==> src/mcar_consts.vh <==
`ifndef MCAR_CONSTS_VH
`define MCAR_CONSTS_VH
// =====================================================
// Register offsets
`define MCAR_ADDR_CTRL_PRI   8'h00
`define MCAR_ADDR_CTRL_SEC   8'h01
`define MCAR_ADDR_SUPPLY1_ALERT_ENABLE     8'h02
`define MCAR_ADDR_SUPPLY1_FAULT_LOG     8'h03
// =====================================================
// Reset values
`define MCAR_RST_CTRL_PRI    8'h00
`define MCAR_RST_CTRL_SEC    8'h00
`define MCAR_RST_SUPPLY1_ALERT_ENABLE      8'h00
`define MCAR_RST_SUPPLY1_FAULT_LOG      8'h00
// =====================================================
// Secondary control fields
`define MCAR_SEC_ALCLR       7
`define MCAR_SEC_COR         5
`define MCAR_SEC_WAKE        4
`define MCAR_SEC_PKRST       3
`define MCAR_SEC_SWRST       0
`define MCAR_SEC_WMASK       8'hb9
// =====================================================
// Primary control fields
`define MCAR_PRI_MODE_HI     6
`define MCAR_PRI_MODE_LO     5
`define MCAR_PRI_SCAN_HI     4
`define MCAR_PRI_SCAN_LO     3
`define MCAR_PRI_SNAP_HI     2
`define MCAR_PRI_SNAP_LO     0
`define MCAR_MODE_SNAPSHOT   2'h1
`define MCAR_SCAN_ALL        2'h0
`define MCAR_SNAP_GPIO_PAIR  3'h7
`define MCAR_SNAP_SENSE_PAIR 3'h6
`endif

==> src/mcar_regs.v <==
`timescale 1ns/10ps
`include "mcar_consts.vh"

module mcar_regs
(
    // Clock and reset
    input  wire       sys_clk_i,
    input  wire       rst_n_i,
    // Register access port
    input  wire       reg_wr_i,
    input  wire       reg_rd_i,
    input  wire [7:0] reg_addr_i,
    input  wire [7:0] reg_wdata_i,
    output reg  [7:0] reg_rdata_o,
    input  wire       dev_addressed_i,
    // Measurement side
    input  wire [7:0] supply1_fault_events_i,
    input  wire       conv_done_i,
    input  wire       stuck_bus_timeout_i,
    input  wire       shutdown_i,
    // Control outputs
    output reg        alert_n_o,
    output reg        snapshot_start_o,
    output reg        scan_enable_o,
    output reg  [5:0] scan_channel_mask_o,
    output reg  [2:0] snap_channel_o,
    output reg        snap_power_update_o,
    output reg        peak_hold_reset_o,
    output reg        wake_o,
    output reg  [7:0] supply1_fault_bits_o
);

    // =====================================================
    // Reset release
    reg        rst_s1_q;
    reg        rst_s2_q;
    wire       rst_n;

    always @(posedge sys_clk_i or negedge rst_n_i)
    begin
        if (!rst_n_i)
        begin
            rst_s1_q <= 1'b0;
            rst_s2_q <= 1'b0;
        end
        else
        begin
            rst_s1_q <= 1'b1;
            rst_s2_q <= rst_s1_q;
        end
    end
    assign rst_n = rst_s2_q;

    // =====================================================
    // Register decode
    reg  [7:0] control_primary_q;
    reg  [7:0] control_secondary_q;
    reg  [7:0] supply1_alert_enable_q;
    reg  [7:0] supply1_fault_log_q;
    reg        alert_q;
    reg        snap_busy_q;

    wire       wr_pri   = reg_wr_i && (reg_addr_i == `MCAR_ADDR_CTRL_PRI);
    wire       wr_sec   = reg_wr_i && (reg_addr_i == `MCAR_ADDR_CTRL_SEC);
    wire       wr_al1   = reg_wr_i && (reg_addr_i == `MCAR_ADDR_SUPPLY1_ALERT_ENABLE);
    wire       wr_f1    = reg_wr_i && (reg_addr_i == `MCAR_ADDR_SUPPLY1_FAULT_LOG);
    wire       rd_f1    = reg_rd_i && (reg_addr_i == `MCAR_ADDR_SUPPLY1_FAULT_LOG);
    // Soft reset
    // soft reset strobe
    wire       soft_rst = wr_sec && reg_wdata_i[`MCAR_SEC_SWRST];
    wire [1:0] mode     = control_primary_q[`MCAR_PRI_MODE_HI:`MCAR_PRI_MODE_LO];
    wire [1:0] scan_sel = control_primary_q[`MCAR_PRI_SCAN_HI:`MCAR_PRI_SCAN_LO];
    wire [2:0] snap_sel = control_primary_q[`MCAR_PRI_SNAP_HI:`MCAR_PRI_SNAP_LO];

    // Fault and enable pairing
    wire [7:0] fault_next;
    wire [7:0] enabled_hit;
    genvar     gi;
    generate
        for (gi = 0; gi < 8; gi = gi + 1)
        begin : g_fault
            assign fault_next[gi] = supply1_fault_events_i[gi] ? 1'b1 :
                                    ((wr_f1 ? reg_wdata_i[gi] : supply1_fault_log_q[gi]) &
                                     ~(rd_f1 & control_secondary_q[`MCAR_SEC_COR]));
            assign enabled_hit[gi] = supply1_fault_events_i[gi] & supply1_alert_enable_q[gi];
        end
    endgenerate

    // =====================================================
    // Registers
    always @(posedge sys_clk_i or negedge rst_n)
    begin
        if (!rst_n)
        begin
            control_primary_q      <= `MCAR_RST_CTRL_PRI;
            control_secondary_q    <= `MCAR_RST_CTRL_SEC;
            supply1_alert_enable_q <= `MCAR_RST_SUPPLY1_ALERT_ENABLE;
            supply1_fault_log_q    <= `MCAR_RST_SUPPLY1_FAULT_LOG;
            alert_q                <= 1'b0;
            snap_busy_q            <= 1'b0;
        end
        else if (soft_rst)
        begin
            control_primary_q      <= `MCAR_RST_CTRL_PRI;
            control_secondary_q    <= `MCAR_RST_CTRL_SEC;
            supply1_alert_enable_q <= `MCAR_RST_SUPPLY1_ALERT_ENABLE;
            supply1_fault_log_q    <= `MCAR_RST_SUPPLY1_FAULT_LOG;
            alert_q                <= 1'b0;
            snap_busy_q            <= 1'b0;
        end
        else
        begin
            if (wr_pri)
            begin
                control_primary_q <= reg_wdata_i;
            end
            if (wr_sec)
            begin
                control_secondary_q <= reg_wdata_i & `MCAR_SEC_WMASK &
                                       ~(8'h01 << `MCAR_SEC_PKRST);
            end
            if (wr_al1)
            begin
                supply1_alert_enable_q <= reg_wdata_i;
            end
            supply1_fault_log_q <= fault_next;
            if (|enabled_hit)
            begin
                alert_q <= 1'b1;
            end
            else if (dev_addressed_i && control_secondary_q[`MCAR_SEC_ALCLR])
            begin
                alert_q <= 1'b0;
            end
            if (wr_pri && reg_wdata_i[`MCAR_PRI_MODE_HI:`MCAR_PRI_MODE_LO] == `MCAR_MODE_SNAPSHOT)
            begin
                snap_busy_q <= 1'b1;
            end
            else if (conv_done_i)
            begin
                snap_busy_q <= 1'b0;
            end
        end
    end

    // =====================================================
    // Registered outputs
    always @(posedge sys_clk_i or negedge rst_n)
    begin
        if (!rst_n)
        begin
            reg_rdata_o          <= 8'h00;
            alert_n_o            <= 1'b1;
            snapshot_start_o     <= 1'b0;
            scan_enable_o        <= 1'b0;
            scan_channel_mask_o  <= 6'h00;
            snap_channel_o       <= 3'h0;
            snap_power_update_o  <= 1'b0;
            peak_hold_reset_o    <= 1'b0;
            wake_o               <= 1'b0;
            supply1_fault_bits_o <= 8'h00;
        end
        else
        begin
            case (reg_addr_i)
                `MCAR_ADDR_CTRL_PRI: reg_rdata_o <= control_primary_q;
                `MCAR_ADDR_CTRL_SEC: reg_rdata_o <= control_secondary_q;
                `MCAR_ADDR_SUPPLY1_ALERT_ENABLE:   reg_rdata_o <= supply1_alert_enable_q;
                `MCAR_ADDR_SUPPLY1_FAULT_LOG:   reg_rdata_o <= supply1_fault_log_q;
                default:             reg_rdata_o <= 8'h00;
            endcase
            alert_n_o            <= ~alert_q;
            snapshot_start_o     <= wr_pri && !soft_rst && !snap_busy_q &&
                reg_wdata_i[`MCAR_PRI_MODE_HI:`MCAR_PRI_MODE_LO] == `MCAR_MODE_SNAPSHOT;
            scan_enable_o        <= (mode != `MCAR_MODE_SNAPSHOT);
            case (scan_sel)
                2'h0:    scan_channel_mask_o <= 6'h3f;
                2'h1:    scan_channel_mask_o <= 6'h03;
                2'h2:    scan_channel_mask_o <= 6'h0c;
                default: scan_channel_mask_o <= 6'h3c;
            endcase
            snap_channel_o       <= snap_sel;
            snap_power_update_o  <= (snap_sel == `MCAR_SNAP_GPIO_PAIR) ||
                                    (snap_sel == `MCAR_SNAP_SENSE_PAIR);
            peak_hold_reset_o    <= wr_sec && reg_wdata_i[`MCAR_SEC_PKRST];
            wake_o               <= shutdown_i && stuck_bus_timeout_i &&
                                    control_secondary_q[`MCAR_SEC_WAKE];
            supply1_fault_bits_o <= supply1_fault_log_q;
        end
    end

endmodule // mcar_regs

==> config.mk <==
export PLATFORM = sky130hd
export DESIGN_NAME = mcar_regs
export DESIGN_NICKNAME = d
export VERILOG_FILES = /design/src/mcar_regs.v
export VERILOG_INCLUDE_DIRS = /design/src
export SDC_FILE = /design/constraint.sdc
export NUM_CORES = 1
export LEC_CHECK = 0
export ABC_AREA = 1
export ABC_CLOCK_PERIOD_IN_PS = 1800
export BUFFER_PORTS_ARGS = -buffer_cell sky130_fd_sc_hd__clkbuf_2
export CAP_MARGIN = 20
export CORE_MARGIN = 3
export CORE_UTILIZATION = 30
export DETAILED_ROUTE_END_ITERATION = 16
export PLACE_DENSITY = 0.5
export SLEW_MARGIN = 20
export SYNTH_ARGS = -nofsm -noshare
export SYNTH_HDL_FRONTEND = slang
export SYNTH_SLANG_ARGS = --single-unit
==> constraint.sdc <==
create_clock -name sys_clk_i -period 1.8 [get_ports sys_clk_i]
set_input_delay 0.09 -clock sys_clk_i [delete_from_list [all_inputs] [get_ports sys_clk_i]]
set_output_delay 0.09 -clock sys_clk_i [all_outputs]
set_load 0.005 [all_outputs]
== After elaboration in Yosys (flattened, before gate mapping) ==
Cells that the tools add are included.

* Input port bits: 32
* Output and inout port bits: 31
* Word-level logic and storage cells: 102
* Bits in registers: 67

* Equal/unequal tests: 9
* Muxes and demuxes: 31
* Bitwise operators: 19
* Reductions and logical operators: 25

{| class="wikitable"
|+ Operators with widths
! kind !! count
|-
| 8-bit two-way mux || 7
|-
| 8-bit case mux with 4 select lines || 1
|-
| 1-bit two-way mux || 22
|-
| 6-bit case mux with 3 select lines || 1
|-
| 1-bit AND || 17
|-
| 8-bit by 2-bit == test with 1-bit output, second input constant || 2
|-
| 1-bit logical AND || 14
|-
| 8-bit by 1-bit == test with 1-bit output, second input constant || 1
|-
| 8-bit logical NOT || 1
|-
| 8-bit OR reduction || 1
|-
| 3-bit == test, second input constant || 2
|-
| 2-bit nonzero test || 3
|-
| 3-bit nonzero test || 2
|-
| 2-bit by 1-bit == test with 1-bit output, second input constant || 2
|-
| 2-bit == test, second input constant || 1
|-
| 1-bit logical NOT || 2
|-
| 2-bit logical NOT || 1
|-
| 2-bit by 1-bit inequality test with 1-bit output, second input constant || 1
|-
| 1-bit NOT || 2
|-
| 1-bit logical OR || 1
|}

== Depth between registers and ports, before layout ==
* Word-level depth: 7
* Gate-level depth with buffers: 8
* Depth with buffers taken out: 8

== Worst setup path after synthesis ==
Ideal clock, no wire load.

* Path type: input to register
* From: input reg_addr_i[3]
* To: register control_primary_q[5]
* Data required time: 1.681 ns
* Setup slack: 0.698 ns
* Library setup time: 0.119 ns
* Stages on the path: 7
* Arrival time: 0.983 ns
* Cell sequence: nor2_4 nand2_2 nor3_4 nand2_4 buf_6 nand3_1 o21ai_2

* Cells in the longest elaborated chain, start to end: 4
* Elaborated cells on any way between the ends: 7
* Classes of those cells: eq/ne (1); mux (1); reduce/logical (5)

{| class="wikitable"
|+ RTL lines
! what !! RTL line !! RTL
|-
| from (decl) || mcar_regs.v:12 || <nowiki>input wire [7:0] reg_addr_i,</nowiki>
|-
| 8-bit by 1-bit == test with 1-bit output || n/a ||
|-
| 1-bit logical AND || mcar_regs.v:64 || <nowiki>wire wr_sec = reg_wr_i && (reg_addr_i == `MCAR_ADDR_CTRL_SEC);</nowiki>
|-
| 1-bit logical AND || mcar_regs.v:70 || <nowiki>wire soft_rst = wr_sec && reg_wdata_i[`MCAR_SEC_SWRST];</nowiki>
|-
| 8-bit two-way mux / 2-bit nonzero test (equally long branches) || n/a ||
|-
| to (signal assigned) || mcar_regs.v:95 || <nowiki>control_primary_q <= `MCAR_RST_CTRL_PRI;</nowiki>
|-
| to (signal assigned) || mcar_regs.v:104 || <nowiki>control_primary_q <= `MCAR_RST_CTRL_PRI;</nowiki>
|-
| to (signal assigned) || mcar_regs.v:115 || <nowiki>control_primary_q <= reg_wdata_i;</nowiki>
|-
| to (decl) || mcar_regs.v:56 || <nowiki>reg [7:0] control_primary_q;</nowiki>
|}

Several ways; a longest one is shown, not always the timed one.
A chain may end at the register's enable or synchronous reset.

== Worst setup path after layout ==
* From: input stuck_bus_timeout_i
* To: register wake_o

* Cells in the longest elaborated chain, start to end: 2

{| class="wikitable"
|+ RTL lines
! what !! RTL line !! RTL
|-
| from (decl) || mcar_regs.v:19 || <nowiki>input wire stuck_bus_timeout_i,</nowiki>
|-
| 1-bit logical AND (2 in series) || mcar_regs.v:186 || <nowiki>wake_o <= shutdown_i && stuck_bus_timeout_i &&</nowiki>
|-
| to (signal assigned) || mcar_regs.v:186 ||
|-
| to (decl) || mcar_regs.v:29 || <nowiki>output reg wake_o,</nowiki>
|}

Every way passes these cells.

==> impl_metrics.yaml <==
worst_setup_path:
  cp_cell_sequence: "dlygate4sd3_1 -> clkbuf_2 -> nand2_1 -> dlygate4sd3_1 -> nor2_1"
  timing_worst_setup_path_type: "input pin to flop"
  cp-end-kind: "flop"
  cp_slowest_cell: "sky130_fd_sc_hd__dlygate4sd3_1"
  cp_startpoint_kind: "input pin"
  cpPeakStageDelay_ns: 0.54
  cpMostUsedCell: "sky130_fd_sc_hd__dlygate4sd3_1"
  cp_data_required_time_ns: 2.07
  crit_path_max_fanout: 1
  arrival_ns: 1.38
die:
  die_width_um: 98.78
  fp.coreArea_um2: 8299
  initial_utilization: 0.3112
  die_outline_area_um2: 9757
  fp-row-count: 33
  chipHeight_um: 98.78
  pin_count: 63
worst_hold_path:
  hold_path_class: "input pin to flop"
detailed_routing:
  detailroute.via_count: 2123
  route.detailed.wl_per_inst_um: 13.46
  detail_route.vias_per_cell: 4.460
  detailed_route_wire_length_um: 6405
  drcViolationCount: 0
  drt_first_iter_violations: 83
  antenna_violating_nets_post_route: 0
  detailed_routing_iterations_pass_1: 4
power_and_ir_drop:
  total_power_mw: 3.063
  worst_ir_drop_vdd_uv: 493.1
  seq_power_share: 0.467
  switching_share: 0.2147
  static-leakage-power_nw: 1.855
  comb_power_share: 0.069
  cell_internal_pwr_mw: 2.405
  clock_power_share: 0.464
  cellPowerDensity_nw_per_um2: 906.1
  switching_power_mw: 0.6578
run:
  max_cap_violations: 0
clock_network:
  clock_transition_at_path_regs_ns: 0.07
  clk-insertion-delay-late_ns: 0.34
  cts_buffers: 9
  clk_root_buffer_cell: "sky130_fd_sc_hd__clkbuf_8"
  htreeDepth: 3
  cts-root-to-sink-buffers: 2
  postCtsSetupBuffers: 0
  clock_sink_count: 60
  cts_tree: "yes"
timing:
  post-route-period-util: 0.6183
  post_route_setup_tns_ns: 0
  grt_setup_unrepaired: "false"
  finalHoldViolations: 0
  clock.fmax_mhz: 898.5
  timing.final.max_slew_violations: 0
  finalWorstPathRequiredPeriod_ns: 1.113
  timing.clock.skew_ns: 0.008037
  finalSetupViolations: 0
logic_synthesis:
  ys_warn_count: 0
  yosys-top-cells-count: "sky130_fd_sc_hd__dfrtp_1, sky130_fd_sc_hd__inv_1, sky130_fd_sc_hd__nand2_1, sky130_fd_sc_hd__nand3_1, sky130_fd_sc_hd__nor2_1"
  synth_seq_area_share: 0.5819
  post_synthesis_net_count: 319
  synthAdderAreaFrac: 0.01938
  synth_cell_types: 29
  synthSimpleGateAreaFrac: 0.2122
  synthMostInstantiatedCell: "sky130_fd_sc_hd__dfrtp_1"
  synth_enable_flop_cells: 0
  cell_type_with_the_largest_total_area_after_synthesis: "sky130_fd_sc_hd__dfrtp_1"
  post_synth.cell_area_avg_um2: 9.125
  synthDominantCellAreaShare: 0.5717
  synth_async_sr_flop_share: 1.000
  largest_family_of_logic_cells_by_synthesized_area: "simple AND/OR/NAND/NOR gates"
  synthesized_area_fraction_occupied_by_ao_oa_aoi_and_oai_cells: 0.08721
  yosys_register_bits: 60
  synthFlopType: "sky130_fd_sc_hd__dfrtp_1"
  post_synth_xor_area_fraction: 0
  synth_mux_area_frac: 0
  synth.cell_area_um2: 2582
  syn-instance-count: 283
  top_area_cells_in_the_synthesized_netlist: "sky130_fd_sc_hd__dfrtp_1, sky130_fd_sc_hd__nand3_1, sky130_fd_sc_hd__inv_1, sky130_fd_sc_hd__nand2_1, sky130_fd_sc_hd__nor2_1"
global_routing:
  grt_antenna_before_repair: 0
  grt_pass1_wl_um: 11030
  global_route.overflow_total: 0
  grt_pass1_vias: 2201
  global_route.usage.total: 0.1465
  pin_count_of_the_biggest_net_entering_global_routing: 40
place:
  hpwlAfterDp_um: 4943
  gp_routability_congestion: 0.8615
  port-buffer-count: 62
final_layout:
  fraction_of_final_layout_cells_with_drive_strength_greater_than_1: 0.2453
  final_nets: 402
  antennaDiodeCount: 0
  flow.area_growth_from_synthesis_pct: 30.91
status:
  status: "completed"
power by group through the flow:
stage / Combinational [mW] / Clock [mW] / Sequential [mW]
after floorplan: 0.0894 / 0 / 1.46
after global placement: 0.195 / 0 / 1.45
after detailed placement: 0.196 / 0 / 1.46
after CTS: 0.217 / 1.47 / 1.43
after global routing: 0.244 / 1.54 / 1.44
final: 0.212 / 1.42 / 1.43
critical path, delay by kind of cell:
family / cells / cell delay [ns]
buffers and inverters: 3 / 1.15
AND/OR/NAND/NOR: 2 / 0.13
placed cells by master (no fill, tap or decap), drive strengths merged:
master	n
buf	6
nand4	3
ha	4
conb	1
dfrtp	59
nor2	16
inv	53
nand3	40
o221ai	2
o22ai	2
or2	1
o21ai	14
bufinv	3
a22oi	3
nand3b	1
nor3	4
a22o	2
clkbuf	73
o211ai	2
dfstp	1
nand2	55
o31ai	1
a21oi	11
clkinv	2
dlygate4sd3	12
registers in the layout (all words and copies together), names as in the netlist:
signal,flops
control_primary_q,8
snap_channel_o,3
scan_channel_mask_o,3
snapshot_start_o,1
rst_s1_q,1
alert_q,1
scan_enable_o,1
reg_rdata_o,8
snap_busy_q,1
alert_n_o,1
peak_hold_reset_o,1
supply1_alert_enable_q,8
snap_power_update_o,1
rst_n,1
supply1_fault_bits_o,8
wake_o,1
control_secondary_q,4
supply1_fault_log_q,8
layout make-up:
| cell class | count | area, um2 |
|---|---|---|
| clock inverter | 5 | 100.1 |
| inverter | 53 | 198.9 |
| clock buffer | 11 | 131.4 |
| sequential | 60 | 1504 |
| fill | 858 | 4918 |
| multi-input combinational | 162 | 827.0 |
| tap | 105 | 131.4 |
| timing repair buffer | 80 | 488.0 |
cell families (layout without fill, tap and decap cells):
group	after synthesis	count (layout)
simple gates	120	120
buf+inv	61	149
flops	60	60
compound gates	37	37
fa+ha+maj	4	4
other cells	1	1
final timing paths:
check                                                        endpoint  slack (ns)                          startpoint  depth (start not counted)
min in group asynchronous                             rst_n$_DFF_PN0_        0.06                             rst_n_i                          2
worst min-delay path                          snap_busy_q$_DFFE_PN0P_        0.02                         conv_done_i                          3
worst min register to register                       wake_o$_DFF_PN0_        0.23                     rst_n$_DFF_PN0_                          0
worst max-delay path                                 wake_o$_DFF_PN0_        0.69                 stuck_bus_timeout_i                          5
worst max register to register       supply1_fault_log_q[0]$_DFF_PN0_        0.70  control_secondary_q[5]$_DFFE_PN0P_                          5
max in group asynchronous       supply1_alert_enable_q[7]$_DFFE_PN0P_        1.00                     rst_n$_DFF_PN0_                          1
timing repair:
action,4_1_cts,5_1_grt
endpoints found under the setup margin,0,0
gates resized for setup,0,0
hold buffers,12,0
endpoints found under the hold margin,12,0
layer usage:
layer  GRT usage  up-vias  wire (um)
met5           0        -          0
met4     0.05042        0        136
met3     0.05803       17        496
met2      0.2180       71       2812
met1      0.1948      970       2960
li1            -     1065          -
metrics by stage:
stage	instance area [um2]	hold slack (ns)	instances	setup WS [ns]	util
after global placement	3029	-0.1230	448	0.4366	0.3650
after global routing	3381	0.01790	476	0.5600	0.4074
after floorplan	2582	-0.2056	283	0.007518	-
after CTS	3381	0.01098	476	0.6950	0.4074
final	3381	0.01994	476	0.6870	0.4074
after detailed placement	3029	-0.1224	448	0.3623	0.3650
(Power assumes the default switching activity.)
